==> src/hw/fpcl_pkg.sv <==
// constants, encodings and shared decode for the fast parallel config loader
// assumes a 125 MHz core clock on both ends and a shared link interface
//
// Overview of operation
// - device spends 1, 4 or 8 clocks per word
// - host clock rate is ratio times word rate
// - host stops clock ratio-1 cycles after last word
// - request low starts a new configuration cycle
// - status held low through power-on delay, then released
// - power-on delay fast 4-12 ms, standard 100-300 ms
// - mode select strap picks fast or standard delay
// - load complete low through the whole transfer
// - load complete rises only after error-free full stream
// - host sends two falling edges after load complete
// - device ignores clock after load; host keeps driving (here the host parks the clock low after the two closing falls)
// - init-done pin driven low once option loaded
// - x8 and x16 modes use only low lines
// - oscillator init reaches user mode in 175-437 us
// - user init clock: 4 periods wait, 8576 edges
// - data pins become user I/O after configuration
// - chain enable output unused unless chaining devices
package fpcl_pkg;
    localparam int unsigned WORD_W = 32;
    localparam int unsigned CORE_CLK_MHZ = 125;
    // power-on delay window in microseconds
    localparam int unsigned POR_FAST_MIN_US = 4000;
    localparam int unsigned POR_FAST_MAX_US = 12000;
    localparam int unsigned POR_STD_MIN_US = 100000;
    localparam int unsigned POR_STD_MAX_US = 300000;
    localparam int unsigned POR_FAST_CYC = POR_FAST_MIN_US * CORE_CLK_MHZ;
    localparam int unsigned POR_STD_CYC = POR_STD_MIN_US * CORE_CLK_MHZ;
    // oscillator initialisation window in microseconds
    localparam int unsigned INIT_MIN_US = 175;
    localparam int unsigned INIT_MAX_US = 437;
    localparam int unsigned OSC_INIT_CYC = INIT_MIN_US * CORE_CLK_MHZ;
    // user init clock figures
    localparam int unsigned USR_INIT_EDGES = 8576;
    localparam int unsigned UCLK_WAIT_PERIODS = 4;
    localparam int unsigned FALLS_TO_INIT = 2;
    // host clock divider: half period in core cycles
    localparam int unsigned HOST_HALF_CYC = 8;
    // mode select strap fields
    localparam int unsigned MODE_FAST_BIT = 0;
    localparam int unsigned MODE_WIDTH_LSB = 1;
    localparam logic [1:0] WIDTH_X8 = 2'h0;
    localparam logic [1:0] WIDTH_X16 = 2'h1;
    // option bits carried in the first configuration word
    localparam int unsigned OPT_INITDONE_BIT = 0;
    localparam int unsigned OPT_USRCLK_BIT = 1;
    // synchroniser bit positions above the data lines
    localparam int unsigned SY_CCLK = WORD_W;
    localparam int unsigned SY_REQ = WORD_W + 1;
    localparam int unsigned SY_UCLK = WORD_W + 2;
    localparam int unsigned SYNC_W = WORD_W + 3;
    localparam logic [3:0] RATIO_PLAIN = 4'h1;
    localparam logic [3:0] RATIO_SECURE = 4'h4;
    localparam logic [3:0] RATIO_COMPRESS = 4'h8;

    // clocks per data word for the chosen feature set
    function automatic logic [3:0] clk_ratio(input logic compress, input logic secure);
        if (compress)
            return RATIO_COMPRESS;
        if (secure)
            return RATIO_SECURE;
        return RATIO_PLAIN;
    endfunction

    // mask of data lines that carry configuration data
    function automatic logic [WORD_W-1:0] width_mask(input logic [1:0] width);
        if (width == WIDTH_X8)
            return 32'h0000_00FF;
        if (width == WIDTH_X16)
            return 32'h0000_FFFF;
        return 32'hFFFF_FFFF;
    endfunction
endpackage

==> src/hw/fpcl_link_if.sv <==
// link between configuration host and configurable device
// assumes pull-ups on the open-drain status, init-done and chain lines
`timescale 1ns/100ps
interface fpcl_link_if;
    logic config_clock;
    logic reconfig_request_n;
    logic init_clock;
    logic [31:0] data;
    logic load_complete;
    logic status_drv;
    logic status_oe;
    logic init_done_drv;
    logic init_done_oe;
    logic chain_drv;
    logic chain_oe;
    logic status_n;
    logic init_done_n;
    logic chain_enable_out_n;

    // open-drain lines resolve to high when nobody drives them
    assign status_n = status_oe ? status_drv : 1'b1;
    assign init_done_n = init_done_oe ? init_done_drv : 1'b1;
    assign chain_enable_out_n = chain_oe ? chain_drv : 1'b1;

    modport dev (
        input config_clock, reconfig_request_n, init_clock, data,
        output load_complete, status_drv, status_oe, init_done_drv, init_done_oe,
        output chain_drv, chain_oe
    );
    modport host (
        output config_clock, reconfig_request_n, init_clock, data,
        input load_complete, status_n, init_done_n, chain_enable_out_n
    );
endinterface

==> src/hw/fpcl_device.sv <==
// configurable device end: power-on delay, parallel word intake, init
// assumes link pins arrive asynchronously; host obeys clock ratio rules
`timescale 1ns/100ps
module fpcl_device #(
    parameter int unsigned POR_FAST_CYC = fpcl_pkg::POR_FAST_CYC,
    parameter int unsigned POR_STD_CYC = fpcl_pkg::POR_STD_CYC,
    parameter int unsigned OSC_INIT_CYC = fpcl_pkg::OSC_INIT_CYC,
    parameter int unsigned USR_INIT_EDGES = fpcl_pkg::USR_INIT_EDGES,
    parameter bit CHAIN_USED = 1'b0
) (
    input wire logic CORE_CLK_IN,
    input wire logic RESET_IN,
    fpcl_link_if.dev LINK,
    input wire logic [2:0] MODE_SELECT_IN,
    input wire logic COMPRESS_IN,
    input wire logic SECURE_IN,
    input wire logic [fpcl_pkg::WORD_W-1:0] CONFIG_WORDS_IN,
    output logic [fpcl_pkg::WORD_W-1:0] WORD_OUT,
    output logic WORD_VALID_OUT,
    input wire logic WORD_READY_IN,
    output logic USER_MODE_OUT,
    output logic ERROR_OUT,
    output logic [fpcl_pkg::WORD_W-1:0] USER_IO_OUT
);
    import fpcl_pkg::*;

    typedef enum logic [2:0] {
        ST_POR,
        ST_RECONF,
        ST_LOAD,
        ST_DONE,
        ST_INIT,
        ST_USER,
        ST_ERROR
    } fpcl_dev_state_t;

    fpcl_dev_state_t state_q;
    logic [SYNC_W-1:0] s1_q;
    logic [SYNC_W-1:0] s2_q;
    logic [SYNC_W-1:0] s3_q;
    logic [SYNC_W-1:0] f_q;
    logic [SYNC_W-1:0] f_prev_q;
    logic [2:0] mode_q;
    logic compress_q;
    logic secure_q;
    logic [1:0] opt_q;
    logic [31:0] cnt_q;
    logic [31:0] words_q;
    logic [3:0] ratio_q;
    logic [3:0] ratio_lim;
    logic [31:0] por_lim;
    logic [WORD_W-1:0] word_masked;
    logic cfg_rise;
    logic cfg_fall;
    logic uclk_rise;
    logic req_n;
    logic take;
    logic buf_ready;
    logic overrun;
    logic last_done;

    ////////////////////////////////////////////////////////////////////////
    // pin synchronisers: a change counts once stages two and three agree
    always_ff @(posedge CORE_CLK_IN)
    begin
        if (RESET_IN)
        begin
            s1_q <= '0;
            s2_q <= '0;
            s3_q <= '0;
            f_q <= '0;
            f_prev_q <= '0;
        end
        else
        begin
            s1_q <= {LINK.init_clock, LINK.reconfig_request_n, LINK.config_clock, LINK.data};
            s2_q <= s1_q;
            s3_q <= s2_q;
            f_q <= ((s2_q ~^ s3_q) & s3_q) | ((s2_q ^ s3_q) & f_q);
            f_prev_q <= f_q;
        end
    end

    // edge events on the filtered link signals
    assign cfg_rise = f_q[SY_CCLK] && !f_prev_q[SY_CCLK];
    assign cfg_fall = !f_q[SY_CCLK] && f_prev_q[SY_CCLK];
    assign uclk_rise = f_q[SY_UCLK] && !f_prev_q[SY_UCLK];
    assign req_n = f_q[SY_REQ];

    ////////////////////////////////////////////////////////////////////////
    // straps are captured while waiting, i.e. in the power-on delay and in reconfiguration
    always_ff @(posedge CORE_CLK_IN)
    begin
        if (RESET_IN)
        begin
            mode_q <= 3'h0;
            compress_q <= 1'b0;
            secure_q <= 1'b0;
        end
        else if (state_q == ST_POR || state_q == ST_RECONF)
        begin
            mode_q <= MODE_SELECT_IN;
            compress_q <= COMPRESS_IN;
            secure_q <= SECURE_IN;
        end
    end

    // delay choice and per-word clock ratio
    assign por_lim = mode_q[MODE_FAST_BIT] ? POR_FAST_CYC : POR_STD_CYC;
    assign ratio_lim = clk_ratio(compress_q, secure_q);
    assign word_masked = f_q[WORD_W-1:0] & width_mask(mode_q[MODE_WIDTH_LSB +: 2]);

    // a word is taken on a rising clock once the previous word's extra clocks are spent
    assign take = (state_q == ST_LOAD) && cfg_rise && (ratio_q == 4'h0);
    assign overrun = take && !buf_ready;
    assign last_done = (state_q == ST_LOAD) && (words_q != '0) && (words_q == CONFIG_WORDS_IN)
        && (ratio_q == 4'h0);

    ////////////////////////////////////////////////////////////////////////
    // word intake: counts words, spends ratio-1 clocks after each, keeps options
    always_ff @(posedge CORE_CLK_IN)
    begin
        if (RESET_IN || state_q == ST_POR || state_q == ST_RECONF)
        begin
            words_q <= '0;
            ratio_q <= 4'h0;
            opt_q <= 2'h0;
        end
        else if (take)
        begin
            words_q <= words_q + 32'h0000_0001;
            ratio_q <= ratio_lim - 4'h1;
            if (words_q == '0)
                opt_q <= word_masked[1:0];
        end
        else if (state_q == ST_LOAD && cfg_rise)
        begin
            ratio_q <= ratio_q - 4'h1;
        end
    end

    ////////////////////////////////////////////////////////////////////////
    // main sequence from power-on through load and init to user mode
    always_ff @(posedge CORE_CLK_IN)
    begin
        if (RESET_IN)
        begin
            state_q <= ST_POR;
            cnt_q <= '0;
        end
        else if (state_q != ST_POR && state_q != ST_RECONF && !req_n)
        begin
            state_q <= ST_RECONF;
            cnt_q <= '0;
        end
        else
        begin
            unique case (state_q)
                ST_POR:
                begin
                    cnt_q <= cnt_q + 32'h0000_0001;
                    if (cnt_q + 32'h0000_0001 >= por_lim)
                    begin
                        state_q <= ST_LOAD;
                        cnt_q <= '0;
                    end
                end
                ST_RECONF:
                begin
                    if (req_n)
                        state_q <= ST_LOAD;
                end
                ST_LOAD:
                begin
                    if (overrun)
                        state_q <= ST_ERROR;
                    else if (last_done)
                        state_q <= ST_DONE;
                end
                ST_DONE:
                begin
                    if (cfg_fall)
                    begin
                        cnt_q <= cnt_q + 32'h0000_0001;
                        if (cnt_q == FALLS_TO_INIT - 1)
                        begin
                            state_q <= ST_INIT;
                            cnt_q <= '0;
                        end
                    end
                end
                ST_INIT:
                begin
                    if (opt_q[OPT_USRCLK_BIT])
                    begin
                        if (uclk_rise)
                        begin
                            cnt_q <= cnt_q + 32'h0000_0001;
                            if (cnt_q == USR_INIT_EDGES - 1)
                                state_q <= ST_USER;
                        end
                    end
                    else
                    begin
                        cnt_q <= cnt_q + 32'h0000_0001;
                        if (cnt_q == OSC_INIT_CYC - 1)
                            state_q <= ST_USER;
                    end
                end
                ST_USER:
                begin
                    state_q <= ST_USER;
                end
                ST_ERROR:
                begin
                    state_q <= ST_ERROR;
                end
                default:
                begin
                    state_q <= ST_ERROR;
                end
            endcase
        end
    end

    ////////////////////////////////////////////////////////////////////////
    // taken words pass a two-entry buffer; a take while it is full is an overrun and sends the device to error
    fpcl_pair_buf #(
        .WIDTH(WORD_W),
        .DEPTH(2)
    ) u_buf (
        .clk_in(CORE_CLK_IN),
        .reset_in(RESET_IN),
        .in_valid_in(take),
        .in_data_in(word_masked),
        .in_ready_out(buf_ready),
        .out_valid_out(WORD_VALID_OUT),
        .out_data_out(WORD_OUT),
        .out_ready_in(WORD_READY_IN)
    );

    // data lines are handed to user logic once in user mode
    always_ff @(posedge CORE_CLK_IN)
    begin
        if (RESET_IN)
            USER_IO_OUT <= '0;
        else if (state_q == ST_USER)
            USER_IO_OUT <= f_q[WORD_W-1:0];
        else
            USER_IO_OUT <= '0;
    end

    ////////////////////////////////////////////////////////////////////////
    // link pin drive decoded from state, the init-done option bit and CHAIN_USED
    assign LINK.status_drv = 1'b0;
    assign LINK.status_oe = (state_q == ST_POR) || (state_q == ST_RECONF)
        || (state_q == ST_ERROR);
    assign LINK.load_complete = (state_q == ST_DONE) || (state_q == ST_INIT)
        || (state_q == ST_USER);
    assign LINK.init_done_drv = 1'b0;
    assign LINK.init_done_oe = opt_q[OPT_INITDONE_BIT] && ((state_q == ST_LOAD)
        || (state_q == ST_DONE) || (state_q == ST_INIT));
    assign LINK.chain_drv = !LINK.load_complete;
    assign LINK.chain_oe = CHAIN_USED;
    assign USER_MODE_OUT = (state_q == ST_USER);
    assign ERROR_OUT = (state_q == ST_ERROR);
endmodule

==> src/hw/fpcl_pair_buf.sv <==
// small word buffer with valid/ready on both sides
// assumes depth is a power of two; one clock domain
`timescale 1ns/100ps
module fpcl_pair_buf #(
    parameter int unsigned WIDTH = 32,
    parameter int unsigned DEPTH = 2
) (
    input wire logic clk_in,
    input wire logic reset_in,
    input wire logic in_valid_in,
    input wire logic [WIDTH-1:0] in_data_in,
    output logic in_ready_out,
    output logic out_valid_out,
    output logic [WIDTH-1:0] out_data_out,
    input wire logic out_ready_in
);
    localparam int unsigned PW = (DEPTH > 1) ? $clog2(DEPTH) : 1;
    localparam logic [PW:0] FULL = (PW + 1)'(DEPTH);
    logic [WIDTH-1:0] mem_q [DEPTH];
    logic [PW-1:0] wr_q;
    logic [PW-1:0] rd_q;
    logic [PW:0] fill_q;
    logic push;
    logic pop;

    // handshakes and read port
    assign in_ready_out = (fill_q != FULL);
    assign out_valid_out = (fill_q != '0);
    assign out_data_out = mem_q[rd_q];
    assign push = in_valid_in && in_ready_out;
    assign pop = out_valid_out && out_ready_in;

    // storage array, written only on an accepted push
    always_ff @(posedge clk_in)
    begin
        if (push)
            mem_q[wr_q] <= in_data_in;
    end

    // pointers and fill level
    always_ff @(posedge clk_in)
    begin
        if (reset_in)
        begin
            wr_q <= '0;
            rd_q <= '0;
            fill_q <= '0;
        end
        else
        begin
            if (push)
                wr_q <= wr_q + 1'b1;
            if (pop)
                rd_q <= rd_q + 1'b1;
            if (push && !pop)
                fill_q <= fill_q + 1'b1;
            else if (pop && !push)
                fill_q <= fill_q - 1'b1;
        end
    end
endmodule

==> src/flat_wrapper.sv <==
// flat-port wrapper written by rule: the top's interface ports become plain ports
module fpcl_device_flat import fpcl_pkg::*;
#(
    parameter int unsigned POR_FAST_CYC = fpcl_pkg::POR_FAST_CYC,
    parameter int unsigned POR_STD_CYC = fpcl_pkg::POR_STD_CYC,
    parameter int unsigned OSC_INIT_CYC = fpcl_pkg::OSC_INIT_CYC,
    parameter int unsigned USR_INIT_EDGES = fpcl_pkg::USR_INIT_EDGES,
    parameter bit CHAIN_USED = 1'b0
)
  (CORE_CLK_IN, RESET_IN, MODE_SELECT_IN, COMPRESS_IN, SECURE_IN, CONFIG_WORDS_IN, WORD_OUT, WORD_VALID_OUT, WORD_READY_IN, USER_MODE_OUT, ERROR_OUT, USER_IO_OUT, LINK_config_clock, LINK_reconfig_request_n, LINK_init_clock, LINK_data, LINK_load_complete, LINK_status_drv, LINK_status_oe, LINK_init_done_drv, LINK_init_done_oe, LINK_chain_drv, LINK_chain_oe);
  fpcl_link_if LINK_i ();
  input wire logic CORE_CLK_IN;
  input wire logic RESET_IN;
  input wire logic [2:0] MODE_SELECT_IN;
  input wire logic COMPRESS_IN;
  input wire logic SECURE_IN;
  input wire logic [fpcl_pkg::WORD_W-1:0] CONFIG_WORDS_IN;
  output logic [fpcl_pkg::WORD_W-1:0] WORD_OUT;
  output logic WORD_VALID_OUT;
  input wire logic WORD_READY_IN;
  output logic USER_MODE_OUT;
  output logic ERROR_OUT;
  output logic [fpcl_pkg::WORD_W-1:0] USER_IO_OUT;
  input wire logic [$bits(LINK_i.config_clock)-1:0] LINK_config_clock;
  input wire logic [$bits(LINK_i.reconfig_request_n)-1:0] LINK_reconfig_request_n;
  input wire logic [$bits(LINK_i.init_clock)-1:0] LINK_init_clock;
  input wire logic [$bits(LINK_i.data)-1:0] LINK_data;
  output wire logic [$bits(LINK_i.load_complete)-1:0] LINK_load_complete;
  output wire logic [$bits(LINK_i.status_drv)-1:0] LINK_status_drv;
  output wire logic [$bits(LINK_i.status_oe)-1:0] LINK_status_oe;
  output wire logic [$bits(LINK_i.init_done_drv)-1:0] LINK_init_done_drv;
  output wire logic [$bits(LINK_i.init_done_oe)-1:0] LINK_init_done_oe;
  output wire logic [$bits(LINK_i.chain_drv)-1:0] LINK_chain_drv;
  output wire logic [$bits(LINK_i.chain_oe)-1:0] LINK_chain_oe;
  assign LINK_i.config_clock = LINK_config_clock;
  assign LINK_i.reconfig_request_n = LINK_reconfig_request_n;
  assign LINK_i.init_clock = LINK_init_clock;
  assign LINK_i.data = LINK_data;
  assign LINK_load_complete = LINK_i.load_complete;
  assign LINK_status_drv = LINK_i.status_drv;
  assign LINK_status_oe = LINK_i.status_oe;
  assign LINK_init_done_drv = LINK_i.init_done_drv;
  assign LINK_init_done_oe = LINK_i.init_done_oe;
  assign LINK_chain_drv = LINK_i.chain_drv;
  assign LINK_chain_oe = LINK_i.chain_oe;
  fpcl_device #(.POR_FAST_CYC(POR_FAST_CYC), .POR_STD_CYC(POR_STD_CYC), .OSC_INIT_CYC(OSC_INIT_CYC), .USR_INIT_EDGES(USR_INIT_EDGES), .CHAIN_USED(CHAIN_USED)) u_core (.CORE_CLK_IN(CORE_CLK_IN), .RESET_IN(RESET_IN), .LINK(LINK_i), .MODE_SELECT_IN(MODE_SELECT_IN), .COMPRESS_IN(COMPRESS_IN), .SECURE_IN(SECURE_IN), .CONFIG_WORDS_IN(CONFIG_WORDS_IN), .WORD_OUT(WORD_OUT), .WORD_VALID_OUT(WORD_VALID_OUT), .WORD_READY_IN(WORD_READY_IN), .USER_MODE_OUT(USER_MODE_OUT), .ERROR_OUT(ERROR_OUT), .USER_IO_OUT(USER_IO_OUT));
endmodule
==> config.mk <==
export PLATFORM = sky130hd
export DESIGN_NAME = fpcl_device_flat
export DESIGN_NICKNAME = d
export VERILOG_FILES = /design/src/hw/fpcl_pkg.sv /design/src/hw/fpcl_link_if.sv /design/src/hw/fpcl_device.sv /design/src/hw/fpcl_pair_buf.sv /design/src/flat_wrapper.sv
export SDC_FILE = /design/constraint.sdc
export NUM_CORES = 1
export LEC_CHECK = 0
export ABC_AREA = 1
export BUFFER_PORTS_ARGS = -buffer_cell sky130_fd_sc_hd__buf_2
export CAP_MARGIN = 20
export CORE_ASPECT_RATIO = 0.75
export CORE_UTILIZATION = 53
export DETAILED_ROUTE_END_ITERATION = 10
export PLACE_DENSITY = 0.84
export RECOVER_POWER = 100
export REMOVE_ABC_BUFFERS = 1
export SYNTH_ARGS = -nofsm -noshare
export SYNTH_HDL_FRONTEND = slang
export SYNTH_SLANG_ARGS = --single-unit
==> constraint.sdc <==
create_clock -name CORE_CLK_IN -period 3.3 [get_ports CORE_CLK_IN]
set_clock_uncertainty 0.2 [all_clocks]
set_input_delay 0.165 -clock CORE_CLK_IN [delete_from_list [all_inputs] [get_ports CORE_CLK_IN]]
set_output_delay 0.165 -clock CORE_CLK_IN [all_outputs]
set_load 0.02 [all_outputs]
After elaboration in Yosys (flattened, before gate mapping)
Memories as Yosys holds them, arrays and structs flattened. A register that Yosys moved wholly into a read port is not among the register bits. Index checks and enable logic that the tools add are counted.

Register bits after elaboration: 289. Memory bits (writable): 64. Output and inout bits: 74. Memories: 1.

Memory list: u_core.u_buf.mem_q (words 2, width 32, read ports 1, clocked after memory_dff 1, write ports 1, RTL line fpcl_pair_buf.sv:19) `logic [WIDTH-1:0] mem_q [DEPTH];`.

Add/sub/neg operators: 8. Order comparisons: 1. Equal/unequal tests: 29. Multiplexer cells: 41. Bitwise gates (word level): 7. Reductions and logical operators: 48.

Operators with widths (count): 32-bit two-way mux (9); 32-bit one-hot mux with 3 select lines (1); 35-bit AND (2); 32-bit by 1-bit adder with 32-bit output (second input constant) (2); 35-bit OR (1); 35-bit bitwise XNOR (1); 35-bit bitwise XOR (1); 32-bit AND (1); 32-bit by 1-bit == test with 1-bit output (second input constant) (1); 32-bit by 14-bit == test with 1-bit output (second input constant) (1); 32-bit by 15-bit == test with 1-bit output (second input constant) (1); 32-bit == test (1); 32-bit greater-or-equal comparator (1); 32-bit zero test (1); 32-bit nonzero test (1); 3-bit two-way mux (10); 24-bit two-way mux (1); 4-bit two-way mux (6); 3-bit by 1-bit != test with 1-bit output (second input constant) (7); 3-bit one-hot mux with 6 select lines (1); 1-bit logical AND (16); 8-bit AND reduction (2); 1-bit two-way mux (11); 3-bit == test (second input constant) (3); other kinds (24) (52).

Longest topological paths before layout
Gate-level depths: netlist of run 1.

Depth after elaboration: 9. Depth in mapped cells: 23. Mapped depth without buffers: 23.

Cells and area by module
From an unflattened synthesis of run 1, not the netlist that was laid out.

Cells, all modules: 1635. Area, all modules: 13798.2 um^2.

Modules (own cells, without submodules): fpcl_device (times used 1, cells each 1498, area an instance 11093.1 um^2); fpcl_pair_buf (times used 1, cells each 137, area an instance 2705.1 um^2).

Worst setup path after synthesis of run 1
No wires, ideal clock.

Kind: register to register. From: reg u_core.state_q[2]. To: mem u_core.u_buf.mem_q[1][0], enable pin. Arrival time: 2.674 ns. Path slack: 0.003 ns. Cell stages (with the launch flop): 9. Buffers on the path: 1. Period minus slack after synthesis: 3.297 ns. Path through: dfxtp_1 > inv_2 > nand3_4 > nor3_4 > nand2_4 > buf_6 > a21oi_1 > inv_1 > nor2_1.

Longest elaborated chain between the ends: 6.

RTL lines: from (decl) (RTL line fpcl_device.sv:37) `fpcl_dev_state_t state_q;`; from (signal assigned) (RTL line fpcl_device.sv:148) `state_q <= ST_POR;`; from (signal assigned) (RTL line fpcl_device.sv:153) `state_q <= ST_RECONF;`; from (signal assigned) (RTL line fpcl_device.sv:164) `state_q <= ST_LOAD;`; 3-bit by 2-bit == test with 1-bit output (RTL line fpcl_device.sv:114) `assign take = (state_q == ST_LOAD) && cfg_rise && (ratio_q == 4'h0);`; 1-bit logical AND (2 in series) (RTL line fpcl_device.sv:114); 1-bit logical AND (RTL line fpcl_pair_buf.sv:30) `assign push = in_valid_in && in_ready_out;`; net u_core.u_buf.push (RTL line fpcl_pair_buf.sv:23) `logic push;`; 1-bit two-way mux (RTL line fpcl_pair_buf.sv:36) `if (push)`; 1-bit two-way mux (not written as such) (RTL line fpcl_pair_buf.sv:37) `mem_q[wr_q] <= in_data_in;`; to (decl) (RTL line fpcl_pair_buf.sv:19).

The timed path passes the listed nets, and every way through them passes these cells.

Final worst setup path of run 1
From: reg u_core.state_q[2]. To: mem u_core.u_buf.mem_q[0][2], enable pin.

Same word-level chain as after synthesis.

==> results of run 1 <==
[per-stage QoR]
stage          cell area [um2]  TNS [ns]
6_report                 16400         0
5_1_grt                  16400   -0.0162
3_5_place_dp             14900         0
2_1_floorplan            13500         0
3_3_place_gp             14900         0
4_1_cts                  16500         0
[placed cells by master (no fill, tap or decap), drive strengths merged, types with 3 or more instances in the layout]
cell         Yosys  routed
nand3           52      52
conb             1       3
ha              51      51
clkbuf          33     109
mux2            32      32
nand2          264     264
o211ai           3       3
dfxtp          257     257
a21oi           91      91
xor2            24      24
nor3            32      32
nand4           33      33
clkinv           3       8
o21ai           41      41
edfxtp          64      64
bufinv           0       5
xnor2           16      16
o21a             5       5
dlygate4sd3      0      47
nor2           342     342
or2              8       8
inv            273     276
buf             14     107
and2             3       3
nor4            10      10
o22ai            3       3
[registers in the layout, summed over array words and instances, names as in the netlist, named ones only]
name,count
u_core.f_prev_q,2
u_core.secure_q,1
u_core.ratio_q,4
u_core.u_buf.mem_q,64
u_core.USER_IO_OUT,32
u_core.s3_q,35
u_core.u_buf.fill_q,2
u_core.s1_q,35
u_core.u_buf.rd_q,1
u_core.cnt_q,32
u_core.words_q,32
u_core.u_buf.wr_q,1
u_core.state_q,3
u_core.mode_q,3
u_core.opt_q,2
u_core.s2_q,35
u_core.compress_q,1
u_core.f_q,35
[synth_stat cells, types with 4 or more instances]
library cell / n / area, um2
inv_1: 271 / 1020
or2_2: 7 / 43.8
mux2_2: 32 / 360
nor2_4: 5 / 56.3
nor3_1: 27 / 135
nand3_1: 49 / 245
clkbuf_1: 33 / 124
nor4_1: 9 / 56.3
buf_1: 5 / 18.8
o21a_1: 5 / 37.5
ha_1: 51 / 638
nand2_1: 258 / 968
dfxtp_1: 257 / 5140
nand2_2: 4 / 25.0
xnor2_1: 16 / 140
o21ai_0: 37 / 185
nor2_2: 7 / 43.8
xor2_1: 24 / 210
edfxtp_1: 64 / 1920
nand4_1: 32 / 200
nor2_1: 330 / 1240
a21oi_1: 91 / 455
[worst min-delay path, stage by stage]
cell and delay [ns]:
dlygate4sd3_1 0.52, buf_2 0.09, inv_1 0.03, nor2_1 0.06
[area by class of cell]
type | instances | share of cell area [%]
sequential | 321 | 43.1
clock buffer | 41 | 5.38
inverter | 276 | 6.31
clock inverter | 15 | 1.38
multi-input combinational | 1023 | 33.1
tap | 338 | 2.57
timing repair buffer | 222 | 8.15
[power groups by stage]
stage	combinational [mW]	sequential [mW]	clock, mW
2_1_floorplan	0.796	4.30	0
3_3_place_gp	1.32	4.34	0
3_5_place_dp	1.34	4.34	0
4_1_cts	1.41	4.26	3.82
5_1_grt	1.62	4.28	3.99
6_report	1.48	4.27	3.76
[cell families (layout without fill, tap and decap cells)]
kind of cell,count (synthesis),in the layout
adder cells (fa/ha/maj),51,51
AO/OA/AOI/OAI,149,149
buffers and inverters,323,554
XOR/XNOR,40,40
AND/OR/NAND/NOR,746,746
other,1,3
multiplexers,34,34
flip-flops,321,321
[worst max path at each step]
stage                                        start                                 end  slack (ns)  cells after the start
floorplan           u_core.state_q[2]$_SDFFE_PP0P_  u_core.u_buf.mem_q[1][0]$_DFFE_PP_        0.07                      7
global placement      u_core.cnt_q[2]$_SDFFE_PP0P_        u_core.cnt_q[9]$_SDFFE_PP0P_        0.13                     21
detailed placement    u_core.cnt_q[2]$_SDFFE_PP0P_        u_core.cnt_q[8]$_SDFFE_PP0P_        0.09                     21
CTS                   u_core.cnt_q[2]$_SDFFE_PP0P_        u_core.cnt_q[8]$_SDFFE_PP0P_        0.06                     21
global route          u_core.cnt_q[4]$_SDFFE_PP0P_        u_core.cnt_q[6]$_SDFFE_PP0P_       -0.01                     18
finish              u_core.state_q[2]$_SDFFE_PP0P_  u_core.u_buf.mem_q[0][2]$_DFFE_PP_        0.18                      8
[timing repair]
action / in CTS / in global routing
setup buffers: 0 / 2
endpoints found under the setup margin: 0 / 32
resized for setup: 0 / 30
hold buffers: 47 / 0
endpoints found under the hold margin: 57 / 0
[layer usage]
metal	share of wire, %	vias to the layer above
met5	0	-
met1	44	5190
met3	7.4	79
li1	-	5640
met4	3.2	0
met2	45	436
==> flow_summary.yaml, run 1 <==
grt:
  grt_max_degree: 143
  groute.layer.met2.usage_pct: 41.2
  grt_remaining_overflow: 0
  track_usage_pct: 25.4
  grtUsageMet3_pct: 5.03
  grt_pass1_wl_um: 53900
  first_global_vias: 10900
  antenna_found_initial: 0
  busiest_layer: "met2"
  gr-usage-met1_pct: 33.7
power_and_ir_drop:
  switching_power_mw: 2.62
  power_frac_seq_pct: 44.9
  p_per_area_mw_per_mm2: 579
  leakagePower_nw: 6.76
  clockPowerShare_pct: 39.6
  power_mw: 9.51
  p_comb_share_pct: 15.5
  internal_power_mw: 6.90
  ir_drop_mv: 0.434
  switching_share_pct: 27.5
place:
  hpwl_um: 23200
  port_buffers: 145
  gp_congestion: 1.01
  post-place-cells: 2131
  place_ws_ns: 0.0889
synth:
  ys_types: 49
  synthAdderAreaFrac_pct: 4.67
  synthArstFlopShare_pct: 0
  synthXorXnorAreaFrac_pct: 2.56
  ys.flop_type: "dfxtp_1"
  synth-edff-count: 64
  synth_top_family_by_area: "simple AND/OR/NAND/NOR gates"
  synthCells: 1665
  syn_area_mm2: 0.0137
  synth-seq-cells: 321
  synth-simple-area-share_pct: 23.4
  muxShareOfSynthArea_pct: 2.78
  synth_compound_area_share_pct: 5.75
  yosysWarnings: 0
  synth_area_per_cell_um2: 8.21
  ys_seq_area_share_pct: 51.7
cells_and_area:
  instances_no_fill: 2236
  register_area_mm2: 0.00708
  fillCellCount: 2021
  num_antenna_cells: 0
  drive_gt1_share_pct: 13.0
  final_util_pct: 65.3
  multi_input_area_mm2: 0.00544
  areaGrowthSynthToFinish_pct: 20.1
  nNetsFinal: 2000
clock_tree:
  insertion_delay_ns: 0.55
  cts_tree: "done"
  cts_buffer_depth: 3
  cts_root_buf: "clkbuf_16"
  cts.sinks: 321
  cts-buffers-inserted: 30
  htreeDepth: 1
  clkSlewWorstSetupHoldPaths_ns: 0.07
sta:
  setup_viol: 0
  whs_ns: 0.148
  rsz0062_at_grt: "yes"
  fmax_mhz: 320
  layout_min_cycle_time_ns: 3.12
  slew_violations: 143
  max_slew_margin_pct: -83.4
  tightest_slew_ns: 2.75
  final.period_utilization_pct: 94.6
  worst_slack_ns: 0.179
  hold_viol: 0
floorplan:
  die_area_mm2: 0.0265
  die_h_um: 141
  core_area_mm2: 0.0251
  io_pins: 149
  row_count: 50
  die_x_um: 187
  initial_core_util_pct: 54.4
job:
  cap_violations: 1
status:
  violations: "max-capacitance violations, max-slew violations"
  status: "finished, violations left"
setup_path:
  cp.arrival_ns: 3.09
  r2r_cells: 8
  rrSetupSlack_ns: 0.18
  required_ns: 3.26
  crit_slowest_cell: "clkbuf_2"
  crit_type: "reg2reg"
  cp_max_fo: 32
  worst_r2r_endpoint: "u_core.u_buf.mem_q[0][2]$_DFFE_PP_"
  end_kind: "flip-flop"
  slowest_delay_ns: 0.78
  r2r-start: "u_core.state_q[2]$_SDFFE_PP0P_"
  path_common_cell: "inv_1"
  worst-path-buf-inv: 3
  start_kind: "flip-flop"
  critPathTopFamily: "buffers and inverters"
  crit_chain: "inv_1 > nand3_4 > nor3_4 > nand2_4 > a21oi_1 > inv_1 > nor2_4 > clkbuf_2"
drt:
  drt_wl_total_um: 33900
  dr.pass1.iters: 6
  ant_nets: 0
  wire_per_inst_um: 15.2
  drtIter0Drc: 1100
  drc: 0
  vias: 11300
  vias_per_cell: 5.07
hold_path:
  min_path_type: "in2reg"
  holdPathEnd: "u_core.s1_q[15]$_SDFF_PP0_"
  min_from: "LINK_data[15]"
  hold_path_depth: 4
Note: power is estimated with default switching activity, not from simulation.
==> inputs of run 2 (changes only) <==
CELL_PAD_IN_SITES_DETAIL_PLACEMENT = 1   (was default)
CELL_PAD_IN_SITES_GLOBAL_PLACEMENT = 2   (was default)
CORE_UTILIZATION = 32   (was 53)
SETUP_SLACK_MARGIN = 0.5   (was default)
==> flow_summary.yaml, run 2 (same netlist as run 1, synthesis figures left out) <==
sta:
  final.period_utilization_pct: 92.6
  setup_viol: 0
  tightest_slew_ns: 1.34
  layout_min_cycle_time_ns: 3.06
  hold_viol: 0
  slew_violations: 0
  rsz0062_at_grt: "yes"
  setup_tns_ns: 0
  max_slew_margin_pct: 10.4
  fmax_mhz: 327
  worst_slack_ns: 0.243
setup_path:
  crit_type: "reg2reg"
  r2r_cells: 19
  cp.arrival_ns: 3.30
  cp_max_fo: 8
  start_kind: "flip-flop"
  end_kind: "flip-flop"
  r2r-start: "u_core.cnt_q[0]$_SDFFE_PP0P_"
  worst_r2r_endpoint: "u_core.cnt_q[11]$_SDFFE_PP0P_"
  rrSetupSlack_ns: 0.24
  required_ns: 3.54
cells_and_area:
  largest_register_ffs: 64
  nNetsFinal: 2036
  layout_common_cells: "317 x nor2_1, 267 x inv_1, 247 x nand2_1, 240 x dfxtp_1, 84 x a21oi_1"
  largest-register: "u_core.u_buf.mem_q"
  areaGrowthSynthToFinish_pct: 25.8
  num_antenna_cells: 0
  final_common_cell: "nor2_1"
  drive_gt1_share_pct: 16.6
  fillCellCount: 5164
drt:
  dr.pass1.iters: 5
  drtIter0Drc: 514
  drc: 0
  drt_wl_total_um: 39400
  wl_met2_um: 17900
  top_layer_used: "met4"
  vias_per_cell: 4.59
  ant_nets: 0
  wire_per_inst_um: 15.7
  vias: 11500
  wl_met1_um: 19100
  wl_met3_um: 1640
clock_tree:
  htreeDepth: 2
  insertion_delay_ns: 0.53
  clkSlewWorstSetupHoldPaths_ns: 0.07
  cts.sinks: 321
  cts_root_buf: "clkbuf_16"
  cts-buffers-inserted: 35
  cts_buffer_depth: 3
  cts_tree: "done"
grt:
  grt_pass1_wl_um: 62800
  first_global_vias: 11700
  grt_max_degree: 72
  grt_remaining_overflow: 0
  antenna_found_initial: 0
  track_usage_pct: 18.3
power_and_ir_drop:
  p_per_area_mw_per_mm2: 576
  leakagePower_nw: 7.00
  ir_drop_mv: 0.329
  power_mw: 9.91
floorplan:
  initial_core_util_pct: 32.5
  die_x_um: 241
  io_pins: 149
  core_area_mm2: 0.0421
  die_h_um: 181
  row_count: 65
  die_area_mm2: 0.0436
place:
  port_buffers: 145
  hpwl_um: 27900
  gp_congestion: 0.894
  place_ws_ns: 0.0244
status:
  status: "finished clean"
job:
  cap_violations: 0
hold_path:
  min_from: "LINK_data[24]"
  holdPathEnd: "u_core.s1_q[24]$_SDFF_PP0_"
  hold_path_depth: 4
  min_path_type: "in2reg"
[run 2: worst max-delay path, stage by stage, from the launching register on]
cell       delay (ns)
dfxtp_4          0.38
inv_4            0.05
nor2_4           0.14
nand2_4          0.08
nor2_4           0.11
buf_6            0.14
nand4_1          0.13
xor2_1           0.21
ha_1             0.31
a21oi_1          0.13
nand3_1          0.09
nand2_1          0.07
nand2_1          0.06
nor2_2           0.13
nand4_1          0.11
nand2_1          0.16
buf_6            0.15
clkbuf_16        0.17
nand2_1          0.07
a21oi_2          0.10
[run 2: repair_timing]
action / in CTS / in global routing
cloned: 1 / 1
setup endpoints to repair: 34 / 43
hold buffers: 43 / 0
hold endpoints to repair: 58 / 0
setup buffers: 19 / 17
pin swaps: 15 / 26
resized for setup: 43 / 54
[run 2: per-stage QoR]
stage	hold WS, ns	instance area (um2)	utilization [%]	std cells
after CTS	0.155	17000	40.4	2487
after floorplan	0.0362	13500	-	1620
after global routing	0.165	17200	40.8	2505
after global placement	0.163	15200	36.0	2361
final	0.173	17200	40.8	2505
after detailed placement	0.174	15200	36.0	2361
[run 2: cell type report]
cell class              count  area [um2]  area share (%)
inverters                 276        1050            6.08
flip-flops and latches    321        7100            41.3
well taps                 569         712            4.14
repair buffers            253        1630            9.50
multi-input cells        1023        5610            32.6
clock inverters            14         124           0.720
clock buffers              49         980            5.69
[run 2: layer usage]
| metal | track usage (%) | up-vias |
|---|---|---|
| met5 | 0 | - |
| met4 | 4.54 | 0 |
| met3 | 3.18 | 44 |
| met2 | 28.7 | 181 |
| met1 | 25.8 | 5564 |
| li1 | - | 5704 |
[run 2: power breakdown]
part	switching, mW	leakage [nW]	internal, mW
Sequential	0.119	2.60	4.12
Clock	1.64	0.539	2.18
Combinational	1.16	3.86	0.691
[run 2: how the worst max path moves through the flow]
stage / startpoint / end / slack, ns / cells past startpoint
finish: u_core.cnt_q[0]$_SDFFE_PP0P_ / u_core.cnt_q[11]$_SDFFE_PP0P_ / 0.24 / 19
global route: u_core.cnt_q[0]$_SDFFE_PP0P_ / u_core.cnt_q[11]$_SDFFE_PP0P_ / 0.005 / 19
CTS: u_core.cnt_q[1]$_SDFFE_PP0P_ / u_core.cnt_q[9]$_SDFFE_PP0P_ / 0.21 / 22
floorplan: u_core.state_q[2]$_SDFFE_PP0P_ / u_core.u_buf.mem_q[1][0]$_DFFE_PP_ / 0.07 / 7
global placement: u_core.cnt_q[1]$_SDFFE_PP0P_ / u_core.cnt_q[1]$_SDFFE_PP0P_ / 0.15 / 23
detailed placement: u_core.cnt_q[1]$_SDFFE_PP0P_ / u_core.cnt_q[4]$_SDFFE_PP0P_ / 0.02 / 21
==> inputs of run 3 (changes only) <==
MAX_ROUTING_LAYER = met4   (was default)
SKIP_LAST_GASP = 1   (was default)
==> flow_summary.yaml, run 3 (same netlist as run 1, synthesis figures left out) <==
power_and_ir_drop:
  p_per_area_mw_per_mm2: 592
  ir_drop_mv: 0.367
  power_mw: 10.2
  leakagePower_nw: 7.03
drt:
  drc: 0
  drt_wl_total_um: 40200
  wire_per_inst_um: 16.1
  dr.pass1.iters: 4
  drtIter0Drc: 509
  vias: 11500
  ant_nets: 0
  vias_per_cell: 4.61
status:
  status: "finished clean"
grt:
  grt_pass1_wl_um: 62900
  first_global_vias: 11800
  track_usage_pct: 18.9
  grt_max_degree: 72
  grt_remaining_overflow: 0
  antenna_found_initial: 2
cells_and_area:
  largest_register_ffs: 64
  instances_no_fill: 2501
  largest-register: "u_core.u_buf.mem_q"
  layout_common_cells: "312 x nor2_1, 264 x inv_1, 250 x nand2_1, 241 x dfxtp_1, 90 x a21oi_1"
  areaGrowthSynthToFinish_pct: 26.0
  nNetsFinal: 2029
  drive_gt1_share_pct: 16.3
  final_common_cell: "nor2_1"
setup_path:
  cp.arrival_ns: 3.37
  crit_slowest_cell: "dfxtp_4"
  worst-path-buf-inv: 4
  critPathTopFamily: "simple AND/OR/NAND/NOR gates"
  crit_chain: "inv_2 > nor2_4 > nand2_4 > nor2_4 > buf_6 > nand4_1 > xor2_1 > ha_1 > buf_6 > and3_4 > nand2_4 > nor3_2 > nand2_1 > nand4_1 > nand2_2 > o21ai_4 > clkbuf_16 > nor2_1"
  crit_type: "reg2reg"
  slowest_delay_ns: 0.37
  end_kind: "flip-flop"
  cp_max_fo: 6
  start_kind: "flip-flop"
  required_ns: 3.52
sta:
  rsz0062_at_grt: "yes"
  tightest_slew_ns: 1.27
  slew_violations: 0
  layout_min_cycle_time_ns: 3.15
  max_slew_margin_pct: 15.1
  setup_viol: 0
  hold_viol: 0
  final.period_utilization_pct: 95.4
  fmax_mhz: 318
clock_tree:
  cts.sinks: 321
  htreeDepth: 2
  cts_root_buf: "clkbuf_16"
  insertion_delay_ns: 0.54
  cts_tree: "done"
  clkSlewWorstSetupHoldPaths_ns: 0.06
  cts-buffers-inserted: 35
  cts_buffer_depth: 3
place:
  port_buffers: 145
  post-place-cells: 2363
  gp_congestion: 0.916
  hpwl_um: 28400
floorplan:
  die_area_mm2: 0.0436
  row_count: 65
  die_x_um: 241
  core_area_mm2: 0.0421
  die_h_um: 181
  initial_core_util_pct: 32.5
  io_pins: 149
hold_path:
  min_path_type: "in2reg"
job:
  cap_violations: 0
==> run 3: through the flow <==
step	hold slack (ns)	cell area (um2)	util, %	setup TNS (ns)	worst slack [ns]
4_1_cts	0.146	17100	40.6	0	0.153
2_1_floorplan	0.0362	13500	-	0	0.0692
3_3_place_gp	0.164	15200	36.0	0	0.106
3_5_place_dp	0.177	15200	36.0	-0.424	-0.0465
5_1_grt	0.181	17200	40.9	0	0.0144
6_report	0.167	17200	40.9	0	0.151
==> run 3: final cells by class <==
type	instances	area (um2)
flip-flops and latches	321	7100
diodes	2	5.00
fillers	5172	24900
multi-input cells	1023	5600
clock buffers	47	961
repair buffers	246	1560
well taps	569	712
inverters	276	1040
clock inverters	17	259
==> run 3: worst reg2reg max path, delay by kind of cell (launching register included) <==
kind | cells | cell delay, ns
and+or+nand+nor | 11 | 1.17
DFF | 1 | 0.37
adders and majority gates | 1 | 0.34
xor gates and xnor gates | 1 | 0.21
buffers and inverters | 4 | 0.52
AOI/OAI and AO/OA | 1 | 0.24
==> run 3: repair_timing <==
action / 4_1_cts / 5_1_grt
setup buffers: 13 / 14
endpoints found under the setup margin: 35 / 43
resized for setup: 47 / 52
endpoints found under the hold margin: 62 / 0
pin swaps: 24 / 30
cloned: 1 / 1
hold buffers: 43 / 0
==> run 3: layer usage <==
metal	wire, um	global-route usage (%)	up-vias
met1	19100	25.0	5577
li1	-	-	5695
met3	1840	3.67	53
met5	0	-	-
met2	18600	29.8	197
met4	748	4.25	0
==> run 3: power by group <==
group	leakage [nW]	internal [mW]	switching [mW]
sequential	2.60	4.12	0.122
combinational	3.85	0.643	1.15
clock	0.583	2.47	1.68
total	7.03	7.23	2.96
==> run 3: path summary, 6_finish.rpt <==
| check | cells after the start | end | slack [ns] | startpoint |
|---|---|---|---|---|
| setup / recovery | 18 | u_core.cnt_q[8]$_SDFFE_PP0P_ | 0.15 | u_core.cnt_q[0]$_SDFFE_PP0P_ |
| hold reg to reg | 2 | u_core.s2_q[6]$_SDFF_PP0_ | 0.20 | u_core.s1_q[6]$_SDFF_PP0_ |
| hold / removal | 4 | u_core.s1_q[32]$_SDFF_PP0_ | 0.17 | LINK_config_clock |
| setup reg to reg | 18 | u_core.cnt_q[8]$_SDFFE_PP0P_ | 0.15 | u_core.cnt_q[0]$_SDFFE_PP0P_ |
